`src/cpss_pkg.sv`:
```
// constants and types for the current protection and standby sequencer
package cpss_pkg;
  localparam int CLK_PERIOD_NS = 5;
  localparam int START_PULSE_NS = 700;
  localparam int START_PULSE_CYC = (START_PULSE_NS + CLK_PERIOD_NS - 1) / CLK_PERIOD_NS;
  localparam int START_CYCLES = 2;
  localparam int OVL_TRIP_COUNT = 16384;
  localparam int OVL_CNT_W = 15;
  localparam int DUMMY_RESTARTS = 8;
  localparam int RESTART_TOTAL_MS = 2000;
  localparam int DUMMY_PERIOD_MS = RESTART_TOTAL_MS / DUMMY_RESTARTS;
  localparam int DUMMY_PERIOD_CYC = DUMMY_PERIOD_MS * 200000;
  localparam int CTRL_W = 10;
  localparam logic [9:0] CTRL_FLOOR = 10'h0bc;
  localparam logic [9:0] CTRL_CEIL = 10'h323;
  localparam logic [9:0] CTRL_RESET = 10'h1ef;
  typedef enum logic [1:0] {CPSS_SLEEP, CPSS_RUN, CPSS_STANDBY} cpss_mode_t;
endpackage : cpss_pkg

```
`src/cpss_trip_if.sv`:
```
// peak trip path between top and the half-cycle timer
`timescale 1ns/1ps
`default_nettype none
interface cpss_trip_if;
  logic osc_end;
  logic peak_trip;
  logic half_end;
  modport timer (input osc_end, input peak_trip, output half_end);
  modport top (output osc_end, output peak_trip, input half_end);
endinterface : cpss_trip_if
`default_nettype wire
```
`src/cpss_current_protect_standby.sv`:
```
// protection, overload hiccup and standby sequencer top
// Contract
// - current sense feeds a peak trip path and an averaged path.
// - peak above threshold either polarity ends on-time, resets oscillator.
// - peak trip judged fresh every half-cycle, never latched.
// - averaged current compared to frequency-adjusted overload threshold.
// - overload counter counts up above threshold, down below, per half-cycle.
// - net count reaching 16384 enters sleep and stops drive.
// - after shutdown wait 8 dummy restarts, about 2s, then start normally.
// - restart shuts down again if overload persists, else runs on.
// - constant-current limit holds average at 140mV preset level; here only current_limit_active is flagged in run, drive is not limited.
// - half-cycle ends when sawtooth reaches control level.
// - control level clamped between floor and ceiling.
// - supply-to-timing-node switch closed while sleeping.
// - standby entered at maximum frequency or at low load.
// - low load flagged when average below burst threshold; converter stops.
// - standby disconnects compensation and holds control level.
// - standby left when feedback sense drops by 100mV.
// - after exit stay out of standby until a half-cycle end sees maximum frequency or low load.
// - start pulses on both drive outputs first two cycles, 700ns each.
// - supply at start threshold moves sleep to run.
`timescale 1ns/1ps
`default_nettype none
module cpss_current_protect_standby
  import cpss_pkg::*;
#(
  parameter int DUMMY_CYC = DUMMY_PERIOD_CYC,
  parameter int OVL_TRIP = OVL_TRIP_COUNT
) (
  input wire logic clk,
  input wire logic sys_rst,
  input wire logic clk_en,
  input wire logic peak_pos_above,
  input wire logic peak_neg_above,
  input wire logic avg_above_overload,
  input wire logic avg_above_limit,
  input wire logic avg_below_burst,
  input wire logic sawtooth_at_control,
  input wire logic freq_at_max,
  input wire logic feedback_exit_drop,
  input wire logic supply_at_start,
  input wire logic [9:0] control_in,
  output logic [9:0] control_level,
  output logic comp_connect,
  output logic current_limit_active,
  output logic osc_reset,
  output logic drive_output_a,
  output logic drive_output_b,
  output logic drive_enable,
  output logic supply_switch,
  output logic [1:0] mode,
  output logic overload_shutdown
);
  cpss_trip_if trip ();
  cpss_mode_t state;
  cpss_mode_t next_state;
  logic [OVL_CNT_W-1:0] ovl_cnt;
  logic [OVL_CNT_W-1:0] next_ovl_cnt;
  logic [31:0] dummy_cnt;
  logic [31:0] next_dummy_cnt;
  logic [3:0] dummy_num;
  logic [3:0] next_dummy_num;
  logic hiccup;
  logic next_hiccup;
  logic [1:0] start_cyc;
  logic [1:0] next_start_cyc;
  logic [7:0] pulse_cnt;
  logic [7:0] next_pulse_cnt;
  logic [9:0] held;
  logic [9:0] next_held;
  logic [9:0] clamped;
  logic trip_now;
  logic [9:0] next_control_level;
  logic next_comp_connect;
  logic next_current_limit_active;
  logic next_osc_reset;
  logic next_drive_output_a;
  logic next_drive_output_b;
  logic next_drive_enable;
  logic next_supply_switch;
  logic [1:0] next_mode;
  logic next_overload_shutdown;

  assign trip_now = peak_pos_above | peak_neg_above;
  assign trip.peak_trip = trip_now & (state == CPSS_RUN);
  assign trip.osc_end = sawtooth_at_control & (state == CPSS_RUN);

  cpss_half_timer cpss_half_timer_inst (
    .clk(clk),
    .sys_rst(sys_rst),
    .clk_en(clk_en),
    .trip(trip)
  );

  always_comb begin
    clamped = control_in;
    if (control_in < CTRL_FLOOR) begin
      clamped = CTRL_FLOOR;
    end else if (control_in > CTRL_CEIL) begin
      clamped = CTRL_CEIL;
    end
  end

  always_comb begin
    next_state = state;
    next_ovl_cnt = ovl_cnt;
    next_dummy_cnt = dummy_cnt;
    next_dummy_num = dummy_num;
    next_hiccup = hiccup;
    next_start_cyc = start_cyc;
    next_pulse_cnt = (pulse_cnt != 8'h00) ? pulse_cnt - 8'h01 : 8'h00;
    next_held = held;
    unique case (state)
      CPSS_SLEEP: begin
        if (hiccup) begin
          if (dummy_cnt + 32'h1 >= 32'(DUMMY_CYC)) begin
            next_dummy_cnt = 32'h0;
            next_dummy_num = dummy_num + 4'h1;
            if (dummy_num + 4'h1 >= 4'(DUMMY_RESTARTS)) begin
              next_hiccup = 1'b0;
              next_dummy_num = 4'h0;
            end
          end else begin
            next_dummy_cnt = dummy_cnt + 32'h1;
          end
        end else if (supply_at_start) begin
          next_state = CPSS_RUN;
          next_ovl_cnt = '0;
          next_start_cyc = 2'(START_CYCLES);
          next_pulse_cnt = 8'(START_PULSE_CYC);
        end
      end
      CPSS_RUN: begin
        next_held = clamped;
        if (trip.half_end) begin
          if (start_cyc != 2'h0) begin
            next_start_cyc = start_cyc - 2'h1;
            if (start_cyc > 2'h1) begin
              next_pulse_cnt = 8'(START_PULSE_CYC);
            end
          end
          if (avg_above_overload) begin
            next_ovl_cnt = ovl_cnt + 15'h1;
          end else if (ovl_cnt != '0) begin
            next_ovl_cnt = ovl_cnt - 15'h1;
          end
          if (avg_above_overload && (ovl_cnt + 15'h1 >= 15'(OVL_TRIP))) begin
            next_state = CPSS_SLEEP;
            next_hiccup = 1'b1;
            next_dummy_cnt = 32'h0;
          end else if ((freq_at_max || avg_below_burst) && start_cyc == 2'h0) begin
            next_state = CPSS_STANDBY;
          end
        end
      end
      CPSS_STANDBY: begin
        if (feedback_exit_drop) begin
          next_state = CPSS_RUN;
        end
      end
      default: next_state = CPSS_SLEEP;
    endcase
  end

  always_comb begin
    next_control_level = (next_state == CPSS_RUN) ? clamped : next_held;
    next_comp_connect = (next_state == CPSS_RUN);
    next_current_limit_active = avg_above_limit & (state == CPSS_RUN);
    next_osc_reset = trip.half_end & (state == CPSS_RUN);
    next_drive_output_a = (next_pulse_cnt != 8'h00) & (next_state == CPSS_RUN);
    next_drive_output_b = (next_pulse_cnt != 8'h00) & (next_state == CPSS_RUN);
    next_drive_enable = (next_state == CPSS_RUN);
    next_supply_switch = (next_state == CPSS_SLEEP);
    next_mode = 2'(next_state);
    next_overload_shutdown = next_hiccup;
  end

  always_ff @(posedge clk or posedge sys_rst) begin
    if (sys_rst) begin
      state <= CPSS_SLEEP;
      ovl_cnt <= '0;
      dummy_cnt <= 32'h0;
      dummy_num <= 4'h0;
      hiccup <= 1'b0;
      start_cyc <= 2'h0;
      pulse_cnt <= 8'h00;
      held <= CTRL_RESET;
    end else if (clk_en) begin
      state <= next_state;
      ovl_cnt <= next_ovl_cnt;
      dummy_cnt <= next_dummy_cnt;
      dummy_num <= next_dummy_num;
      hiccup <= next_hiccup;
      start_cyc <= next_start_cyc;
      pulse_cnt <= next_pulse_cnt;
      held <= next_held;
    end
  end

  always_ff @(posedge clk or posedge sys_rst) begin
    if (sys_rst) begin
      control_level <= CTRL_RESET;
      comp_connect <= 1'b0;
      current_limit_active <= 1'b0;
      osc_reset <= 1'b0;
      drive_output_a <= 1'b0;
      drive_output_b <= 1'b0;
      drive_enable <= 1'b0;
      supply_switch <= 1'b1;
      mode <= 2'h0;
      overload_shutdown <= 1'b0;
    end else if (clk_en) begin
      control_level <= next_control_level;
      comp_connect <= next_comp_connect;
      current_limit_active <= next_current_limit_active;
      osc_reset <= next_osc_reset;
      drive_output_a <= next_drive_output_a;
      drive_output_b <= next_drive_output_b;
      drive_enable <= next_drive_enable;
      supply_switch <= next_supply_switch;
      mode <= next_mode;
      overload_shutdown <= next_overload_shutdown;
    end
  end

  chk_sleep_switch: assert property (@(posedge clk) disable iff (sys_rst)
    clk_en |=> (supply_switch == (state == CPSS_SLEEP))) else $error("switch mismatch");
  chk_clamp_range: assert property (@(posedge clk) disable iff (sys_rst)
    control_level >= CTRL_FLOOR && control_level <= CTRL_CEIL) else $error("control out");
  chk_trip_reset: assert property (@(posedge clk) disable iff (sys_rst)
    (clk_en && trip.peak_trip && !$past(trip.peak_trip | trip.osc_end)) ##1 clk_en
    |=> osc_reset) else $error("no reset");
  chk_ovl_sleep: assert property (@(posedge clk) disable iff (sys_rst)
    (clk_en && state == CPSS_RUN && trip.half_end && avg_above_overload
     && ovl_cnt == 15'(OVL_TRIP - 1)) |=> state == CPSS_SLEEP) else $error("no sleep");
  chk_ovl_floor: assert property (@(posedge clk) disable iff (sys_rst)
    (clk_en && ovl_cnt == '0 && !avg_above_overload) |=> ovl_cnt == '0) else $error("wrap");
  chk_standby_hold: assert property (@(posedge clk) disable iff (sys_rst)
    (state == CPSS_STANDBY && $past(state) == CPSS_STANDBY) |-> $stable(held))
    else $error("held moved");
  chk_standby_exit: assert property (@(posedge clk) disable iff (sys_rst)
    (clk_en && state == CPSS_STANDBY && feedback_exit_drop) |=> state == CPSS_RUN)
    else $error("no exit");
  chk_pulse_len: assert property (@(posedge clk) disable iff (sys_rst)
    pulse_cnt <= 8'(START_PULSE_CYC)) else $error("pulse long");

  chk_drive_pair: assert property (@(posedge clk) disable iff (sys_rst)
    drive_output_a == drive_output_b)
    else $error("drive outputs differ");

  chk_drive_run: assert property (@(posedge clk) disable iff (sys_rst)
    drive_output_a |-> drive_enable)
    else $error("start pulse outside run");

  chk_comp_run: assert property (@(posedge clk) disable iff (sys_rst)
    comp_connect == (mode == 2'h1))
    else $error("compensation link wrong");

  chk_drive_state: assert property (@(posedge clk) disable iff (sys_rst)
    drive_enable == (state == CPSS_RUN))
    else $error("drive enable wrong");

  chk_trip_ignored: assert property (@(posedge clk) disable iff (sys_rst)
    (clk_en && state != CPSS_RUN) |=> !trip.half_end)
    else $error("half end outside run");

  chk_ovl_up: assert property (@(posedge clk) disable iff (sys_rst)
    (clk_en && state == CPSS_RUN && trip.half_end && avg_above_overload
     && ovl_cnt < 15'(OVL_TRIP - 1)) |=> ovl_cnt == $past(ovl_cnt) + 15'h1)
    else $error("overload count not up");

  chk_ovl_down: assert property (@(posedge clk) disable iff (sys_rst)
    (clk_en && state == CPSS_RUN && trip.half_end && !avg_above_overload
     && ovl_cnt != '0) |=> ovl_cnt == $past(ovl_cnt) - 15'h1)
    else $error("overload count not down");

  chk_ovl_hold: assert property (@(posedge clk) disable iff (sys_rst)
    (clk_en && state == CPSS_RUN && !trip.half_end) |=> $stable(ovl_cnt))
    else $error("overload count moved mid cycle");

  chk_restart_clear: assert property (@(posedge clk) disable iff (sys_rst)
    (state == CPSS_SLEEP ##1 state == CPSS_RUN) |-> ovl_cnt == '0)
    else $error("overload count kept on restart");

  chk_hiccup_hold: assert property (@(posedge clk) disable iff (sys_rst)
    (clk_en && hiccup && state == CPSS_SLEEP) |=> state == CPSS_SLEEP)
    else $error("early restart");

  chk_wake_run: assert property (@(posedge clk) disable iff (sys_rst)
    (clk_en && state == CPSS_SLEEP && !hiccup && supply_at_start) |=> state == CPSS_RUN)
    else $error("no wake");

  chk_standby_start: assert property (@(posedge clk) disable iff (sys_rst)
    (clk_en && state == CPSS_RUN && start_cyc != 2'h0) |=> state != CPSS_STANDBY)
    else $error("standby during start");

  chk_standby_enter: assert property (@(posedge clk) disable iff (sys_rst)
    (clk_en && state == CPSS_RUN && trip.half_end && start_cyc == 2'h0
     && avg_below_burst && !avg_above_overload) |=> state == CPSS_STANDBY)
    else $error("no standby entry");

  chk_standby_level: assert property (@(posedge clk) disable iff (sys_rst)
    (state == CPSS_STANDBY) |-> control_level == held)
    else $error("standby level not held");

  chk_run_stay: assert property (@(posedge clk) disable iff (sys_rst)
    (clk_en && state == CPSS_RUN && !trip.half_end) |=> state == CPSS_RUN)
    else $error("left run mid cycle");

  chk_limit_flag: assert property (@(posedge clk) disable iff (sys_rst)
    (clk_en && state == CPSS_RUN && avg_above_limit) |=> current_limit_active)
    else $error("limit flag missing");
endmodule : cpss_current_protect_standby
`default_nettype wire

```
`src/cpss_half_timer.sv`:
```
// half-cycle end decision from oscillator and peak trip comparators
`timescale 1ns/1ps
`default_nettype none
module cpss_half_timer
  import cpss_pkg::*;
(
  input wire logic clk,
  input wire logic sys_rst,
  input wire logic clk_en,
  cpss_trip_if.timer trip
);
  logic half_end;
  logic next_half_end;
  logic level_seen;
  logic next_level_seen;
  always_comb begin
    next_level_seen = trip.osc_end | trip.peak_trip;
    next_half_end = next_level_seen & ~level_seen; // one event per half-cycle
  end
  always_ff @(posedge clk or posedge sys_rst) begin
    if (sys_rst) begin
      half_end <= 1'b0;
      level_seen <= 1'b0;
    end else if (clk_en) begin
      half_end <= next_half_end;
      level_seen <= next_level_seen;
    end
  end
  assign trip.half_end = half_end;
endmodule : cpss_half_timer
`default_nettype wire

```
`config.mk`:
```
export PLATFORM = sky130hd
export DESIGN_NAME = cpss_current_protect_standby
export DESIGN_NICKNAME = d
export VERILOG_FILES = /design/src/cpss_pkg.sv /design/src/cpss_trip_if.sv /design/src/cpss_current_protect_standby.sv /design/src/cpss_half_timer.sv
export SDC_FILE = /design/constraint.sdc
export NUM_CORES = 1
export LEC_CHECK = 0
export BUFFER_PORTS_ARGS = -buffer_cell sky130_fd_sc_hd__buf_4
export CORE_MARGIN = 8
export CORE_UTILIZATION = 61
export DETAILED_ROUTE_END_ITERATION = 6
export PLACE_DENSITY = 0.81
export SETUP_SLACK_MARGIN = 0.2
export SLEW_MARGIN = 20
export SYNTH_ARGS = -nofsm -noshare
export SYNTH_HDL_FRONTEND = slang
export SYNTH_SLANG_ARGS = --single-unit
```
`constraint.sdc`:
```
create_clock -name clk -period 4.45 [get_ports clk]
set_input_delay 1.1125 -clock clk [delete_from_list [all_inputs] [get_ports clk]]
set_output_delay 1.1125 -clock clk [all_outputs]
set_load 0.02 [all_outputs]
```
==> impl_metrics.py <==
metrics = {
    "yosys": {
        "most_frequently_used_flop_master_after_synthesis": "sky130_fd_sc_hd__dfrtp_1",
        "library_cell_with_the_largest_summed_area_after_synthesis": "sky130_fd_sc_hd__dfrtp_1",
        "number_of_nets_produced_by_synthesis": 663,
        "synth_enable_flop_cells": 0,
        "synthesis.instances": 632,
        "synth-seq-area-share_pct": 41.0,
        "syn_avg_cell_area_um2": 8.86,
        "area_of_the_mapped_netlist_um2": 5600,
        "post_synthesis_sequential_element_count": 91,
        "yosys_warnings": 0,
        "yosys.area.top_type_share_pct": 33.1,
        "synth_async_sr_flop_share_pct": 100,
        "synth_cell_type_count": 80,
        "netlist_top_cells_area": "sky130_fd_sc_hd__dfrtp_1 (33%), sky130_fd_sc_hd__dfstp_2 (8.0%), sky130_fd_sc_hd__nand2_1 (4.0%), sky130_fd_sc_hd__o21ai_0 (4.0%), sky130_fd_sc_hd__nor2_1 (3.8%)",
    },
    "cells_and_area": {
        "layout-drive-gt1-share_pct": 18.1,
        "nNetsFinal": 685,
        "postLayoutCellArea_um2": 6150,
        "number_of_fillers_in_the_final_layout": 714,
        "antennaDiodeCount": 0,
        "mostFrequentLayoutCell": "sky130_fd_sc_hd__dfrtp_1",
        "seq_area_um2": 2300,
        "area_growth_pct": 9.74,
        "most-common-layout-cells": "sky130_fd_sc_hd__dfrtp_1 (74), sky130_fd_sc_hd__nand2_1 (60), sky130_fd_sc_hd__nor2_1 (57), sky130_fd_sc_hd__o21ai_0 (45), sky130_fd_sc_hd__buf_4 (45)",
        "multi_input_comb_area_um2": 3050,
    },
    "clock_tree": {
        "post_cts.repair.setup_buffers": 0,
        "hold_bufs_inserted_after_cts": 0,
        "clock_tree.root_cell": "sky130_fd_sc_hd__clkbuf_8",
        "clock_pin_slew_on_the_worst_setup_and_hold_paths_ns": 0.10,
        "numCtsBuffers": 9,
        "cts-resized-gates": 0,
        "cts_htree_levels": 3,
        "clock_sink_count": 91,
        "tritoncts": "yes",
        "cts-root-to-sink-buffers": 2,
        "insertion_delay_ns": 0.38,
    },
    "sta": {
        "rsz0062_at_grt": "no",
        "fin_crit_sh_pct": 75.3,
        "timing_worst_slew_pin_value_ns": 0.902,
        "setup_slack_ns": 1.10,
        "timing.final.crit_period_ns": 3.35,
        "setup-violations-final": 0,
        "clock_skew_ns": 0.0121,
        "max_clock_freq_ghz": 0.298,
        "hold-worst-slack_ns": 0.472,
        "timing_max_transition_violations_final": 0,
        "setup-tns-final_ns": 0,
        "number_of_endpoints_with_negative_hold_slack_in_the_final_report": 0,
        "worst_slew_margin_rel_pct": 39.9,
    },
    "worst_setup_path": {
        "crit_required_ns": 4.71,
        "path_class": "flip-flop to flip-flop",
        "critPathArrivalTime_ns": 3.61,
        "worst_setup_path_end_kind": "flip-flop",
        "crit_path_max_fanout": 27,
        "worst_setup_start_kind": "flip-flop",
    },
    "power_and_ir_drop": {
        "cellPowerDensity_nw_per_um2": 543,
        "seqPwrFrac_pct": 42.4,
        "power.combinational.fraction_pct": 39.8,
        "sw_frac_of_total_pct": 42.0,
        "clock_power_share_pct": 17.8,
        "power_switching_mw": 1.40,
        "ir_worst_vdd_v": 0.000393,
        "internal_power_mw": 1.93,
        "leakagePower_nw": 2.59,
    },
    "run": {
        "cap_viol_max_count": 0,
    },
    "place": {
        "globalplace.congestion": 0.853,
        "dp_hpwl_um": 9340,
        "port_bufs": 41,
        "placed_cell_area_um2": 5940,
        "pre_cts_ws_ns": 0.869,
    },
    "floorplanning": {
        "initial_core_utilization_pct": 61.8,
        "die_width_um": 112,
        "die-area_um2": 12500,
        "placementRows": 35,
        "placeableCoreArea_um2": 9060,
        "die_y_um": 112,
        "io_pins": 42,
    },
    "global_routing": {
        "antenna_found_initial": 0,
        "global_route_wire_length_before_repair_um": 22500,
        "gr_util_all_layers_pct": 21.3,
        "total_grt_overflow": 0,
        "first_global_vias": 4887,
        "grt_max_degree": 52,
    },
    "detailed_routing": {
        "finalWirelength_um": 13200,
        "total_number_of_vias": 4974,
        "avgViaCountPerCell": 6.46,
        "drt-pass1-iter-count": 5,
        "post_detailed_route_count_of_antenna_violating_nets": 0,
        "drc": 0,
        "drt_first_iter_violations": 372,
        "drt-wirelength-per-cell_um": 17.2,
    },
    "status": {
        "status": "finished, final reports clean",
    },
    "min_path": {
        "hold_removal_path_class": "flip-flop to flip-flop",
    },
}
==> routing by layer <==
layer / share of wire, % / wire length, µm / track usage [%]
met5: 0 / 0 / 0
met1: 45 / 5980 / 27.5
met4: 1.2 / 163 / 7.38
met2: 48 / 6390 / 34.8
met3: 5.1 / 673 / 4.49
==> kinds of logic (layout without fill, tap and decap cells) <==
group	count (synthesis)	count (layout)	share of synthesized area (%)
buffers and inverters	60	87	4.65
AO/OA/AOI/OAI	177	177	22.4
flip-flops	91	91	41.0
XOR/XNOR	10	10	1.56
adder cells (fa/ha/maj)	10	10	2.19
AND/OR/NAND/NOR	270	270	25.5
multiplexers	14	14	2.70
==> flip-flops by register name, indices dropped and copies added, names as in the netlist <==
signal                              flops
dummy_cnt                              32
supply_switch                           1
osc_reset                               1
current_limit_active                    1
start_cyc                               2
cpss_half_timer_inst.level_seen         1
drive_output_b                          1
cpss_half_timer_inst.trip.half_end      1
held                                   10
pulse_cnt                               8
drive_enable                            1
ovl_cnt                                15
control_level                          10
hiccup                                  1
dummy_num                               4
mode                                    2
==> path summary, 6_finish.rpt <==
| path | startpoint | end | slack (ns) | depth (start not counted) |
|---|---|---|---|---|
| max | dummy_cnt[0]$_DFFE_PP0P_ | dummy_cnt[19]$_DFFE_PP0P_ | 1.10 | 10 |
| min | cpss_half_timer_inst.level_seen$_DFFE_PP0P_ | cpss_half_timer_inst.trip.half_end$_DFFE_PP0P_ | 0.47 | 1 |
| max reg2reg | dummy_cnt[0]$_DFFE_PP0P_ | dummy_cnt[19]$_DFFE_PP0P_ | 1.10 | 10 |
| min reg2reg | cpss_half_timer_inst.level_seen$_DFFE_PP0P_ | cpss_half_timer_inst.trip.half_end$_DFFE_PP0P_ | 0.47 | 1 |
| max in group asynchronous | sys_rst | supply_switch$_DFFE_PP1P_ | 2.81 | 3 |
| min in group asynchronous | sys_rst | dummy_cnt[5]$_DFFE_PP0P_ | 0.88 | 2 |
==> cell type report <==
class | instances | share of cell area, %
flip-flops and latches | 91 | 37.4
clock inverters | 5 | 0.753
clock buffers | 11 | 2.65
repair buffers | 46 | 5.82
multi-input cells | 481 | 49.6
inverters | 25 | 1.55
well taps | 111 | 2.26
==> worst max-delay path, cell delays in order (launching register included) <==
cell and delay (ns):
sky130_fd_sc_hd__dfrtp_1 0.44, sky130_fd_sc_hd__ha_1 0.30, sky130_fd_sc_hd__nand4_4 0.19, sky130_fd_sc_hd__nor3_2 0.35, sky130_fd_sc_hd__nand4_1 0.17, sky130_fd_sc_hd__or2_2 0.31
sky130_fd_sc_hd__a221o_1 0.34, sky130_fd_sc_hd__a21oi_2 0.35, sky130_fd_sc_hd__buf_4 0.39, sky130_fd_sc_hd__nor4_1 0.10, sky130_fd_sc_hd__a211o_1 0.27
==> per-stage QoR <==
step / total power [mW] / std cells / util [%]
floorplan: 2.33 / 632 / -
global placement: 2.67 / 754 / 65.5
detailed placement: 2.74 / 754 / 65.5
CTS: 3.34 / 770 / 67.8
global route: 3.56 / 770 / 67.8
finish: 3.34 / 770 / 67.8
==> cells in the mapped netlist, types with 5 or more instances <==
master,instances
sky130_fd_sc_hd__a22o_1,10
sky130_fd_sc_hd__inv_1,25
sky130_fd_sc_hd__dfrtp_1,74
sky130_fd_sc_hd__a21oi_1,23
sky130_fd_sc_hd__or2_2,5
sky130_fd_sc_hd__nand2_1,60
sky130_fd_sc_hd__nor2_1,57
sky130_fd_sc_hd__nand4_1,14
sky130_fd_sc_hd__a21o_1,11
sky130_fd_sc_hd__and3_1,10
sky130_fd_sc_hd__or3_1,12
sky130_fd_sc_hd__nor4b_1,6
sky130_fd_sc_hd__o31ai_1,21
sky130_fd_sc_hd__a31oi_1,5
sky130_fd_sc_hd__nor4_1,10
sky130_fd_sc_hd__buf_2,9
sky130_fd_sc_hd__nand2b_1,6
sky130_fd_sc_hd__buf_4,6
sky130_fd_sc_hd__mux2i_1,5
sky130_fd_sc_hd__dfstp_2,17
sky130_fd_sc_hd__xnor2_1,7
sky130_fd_sc_hd__and2_1,13
sky130_fd_sc_hd__o21ai_0,45
sky130_fd_sc_hd__nor3_1,22
sky130_fd_sc_hd__mux2_2,9
sky130_fd_sc_hd__clkbuf_1,19
sky130_fd_sc_hd__ha_1,9
sky130_fd_sc_hd__nand3_1,29
==> power groups by stage <==
stage,registers [mW],logic (mW),clock network (mW)
after global routing,1.45,1.48,0.627
after floorplan,1.40,0.926,0
after detailed placement,1.42,1.33,0
after global placement,1.40,1.27,0
after CTS,1.41,1.33,0.606
final,1.41,1.33,0.594
Note: power is estimated with default switching activity, not from simulation.
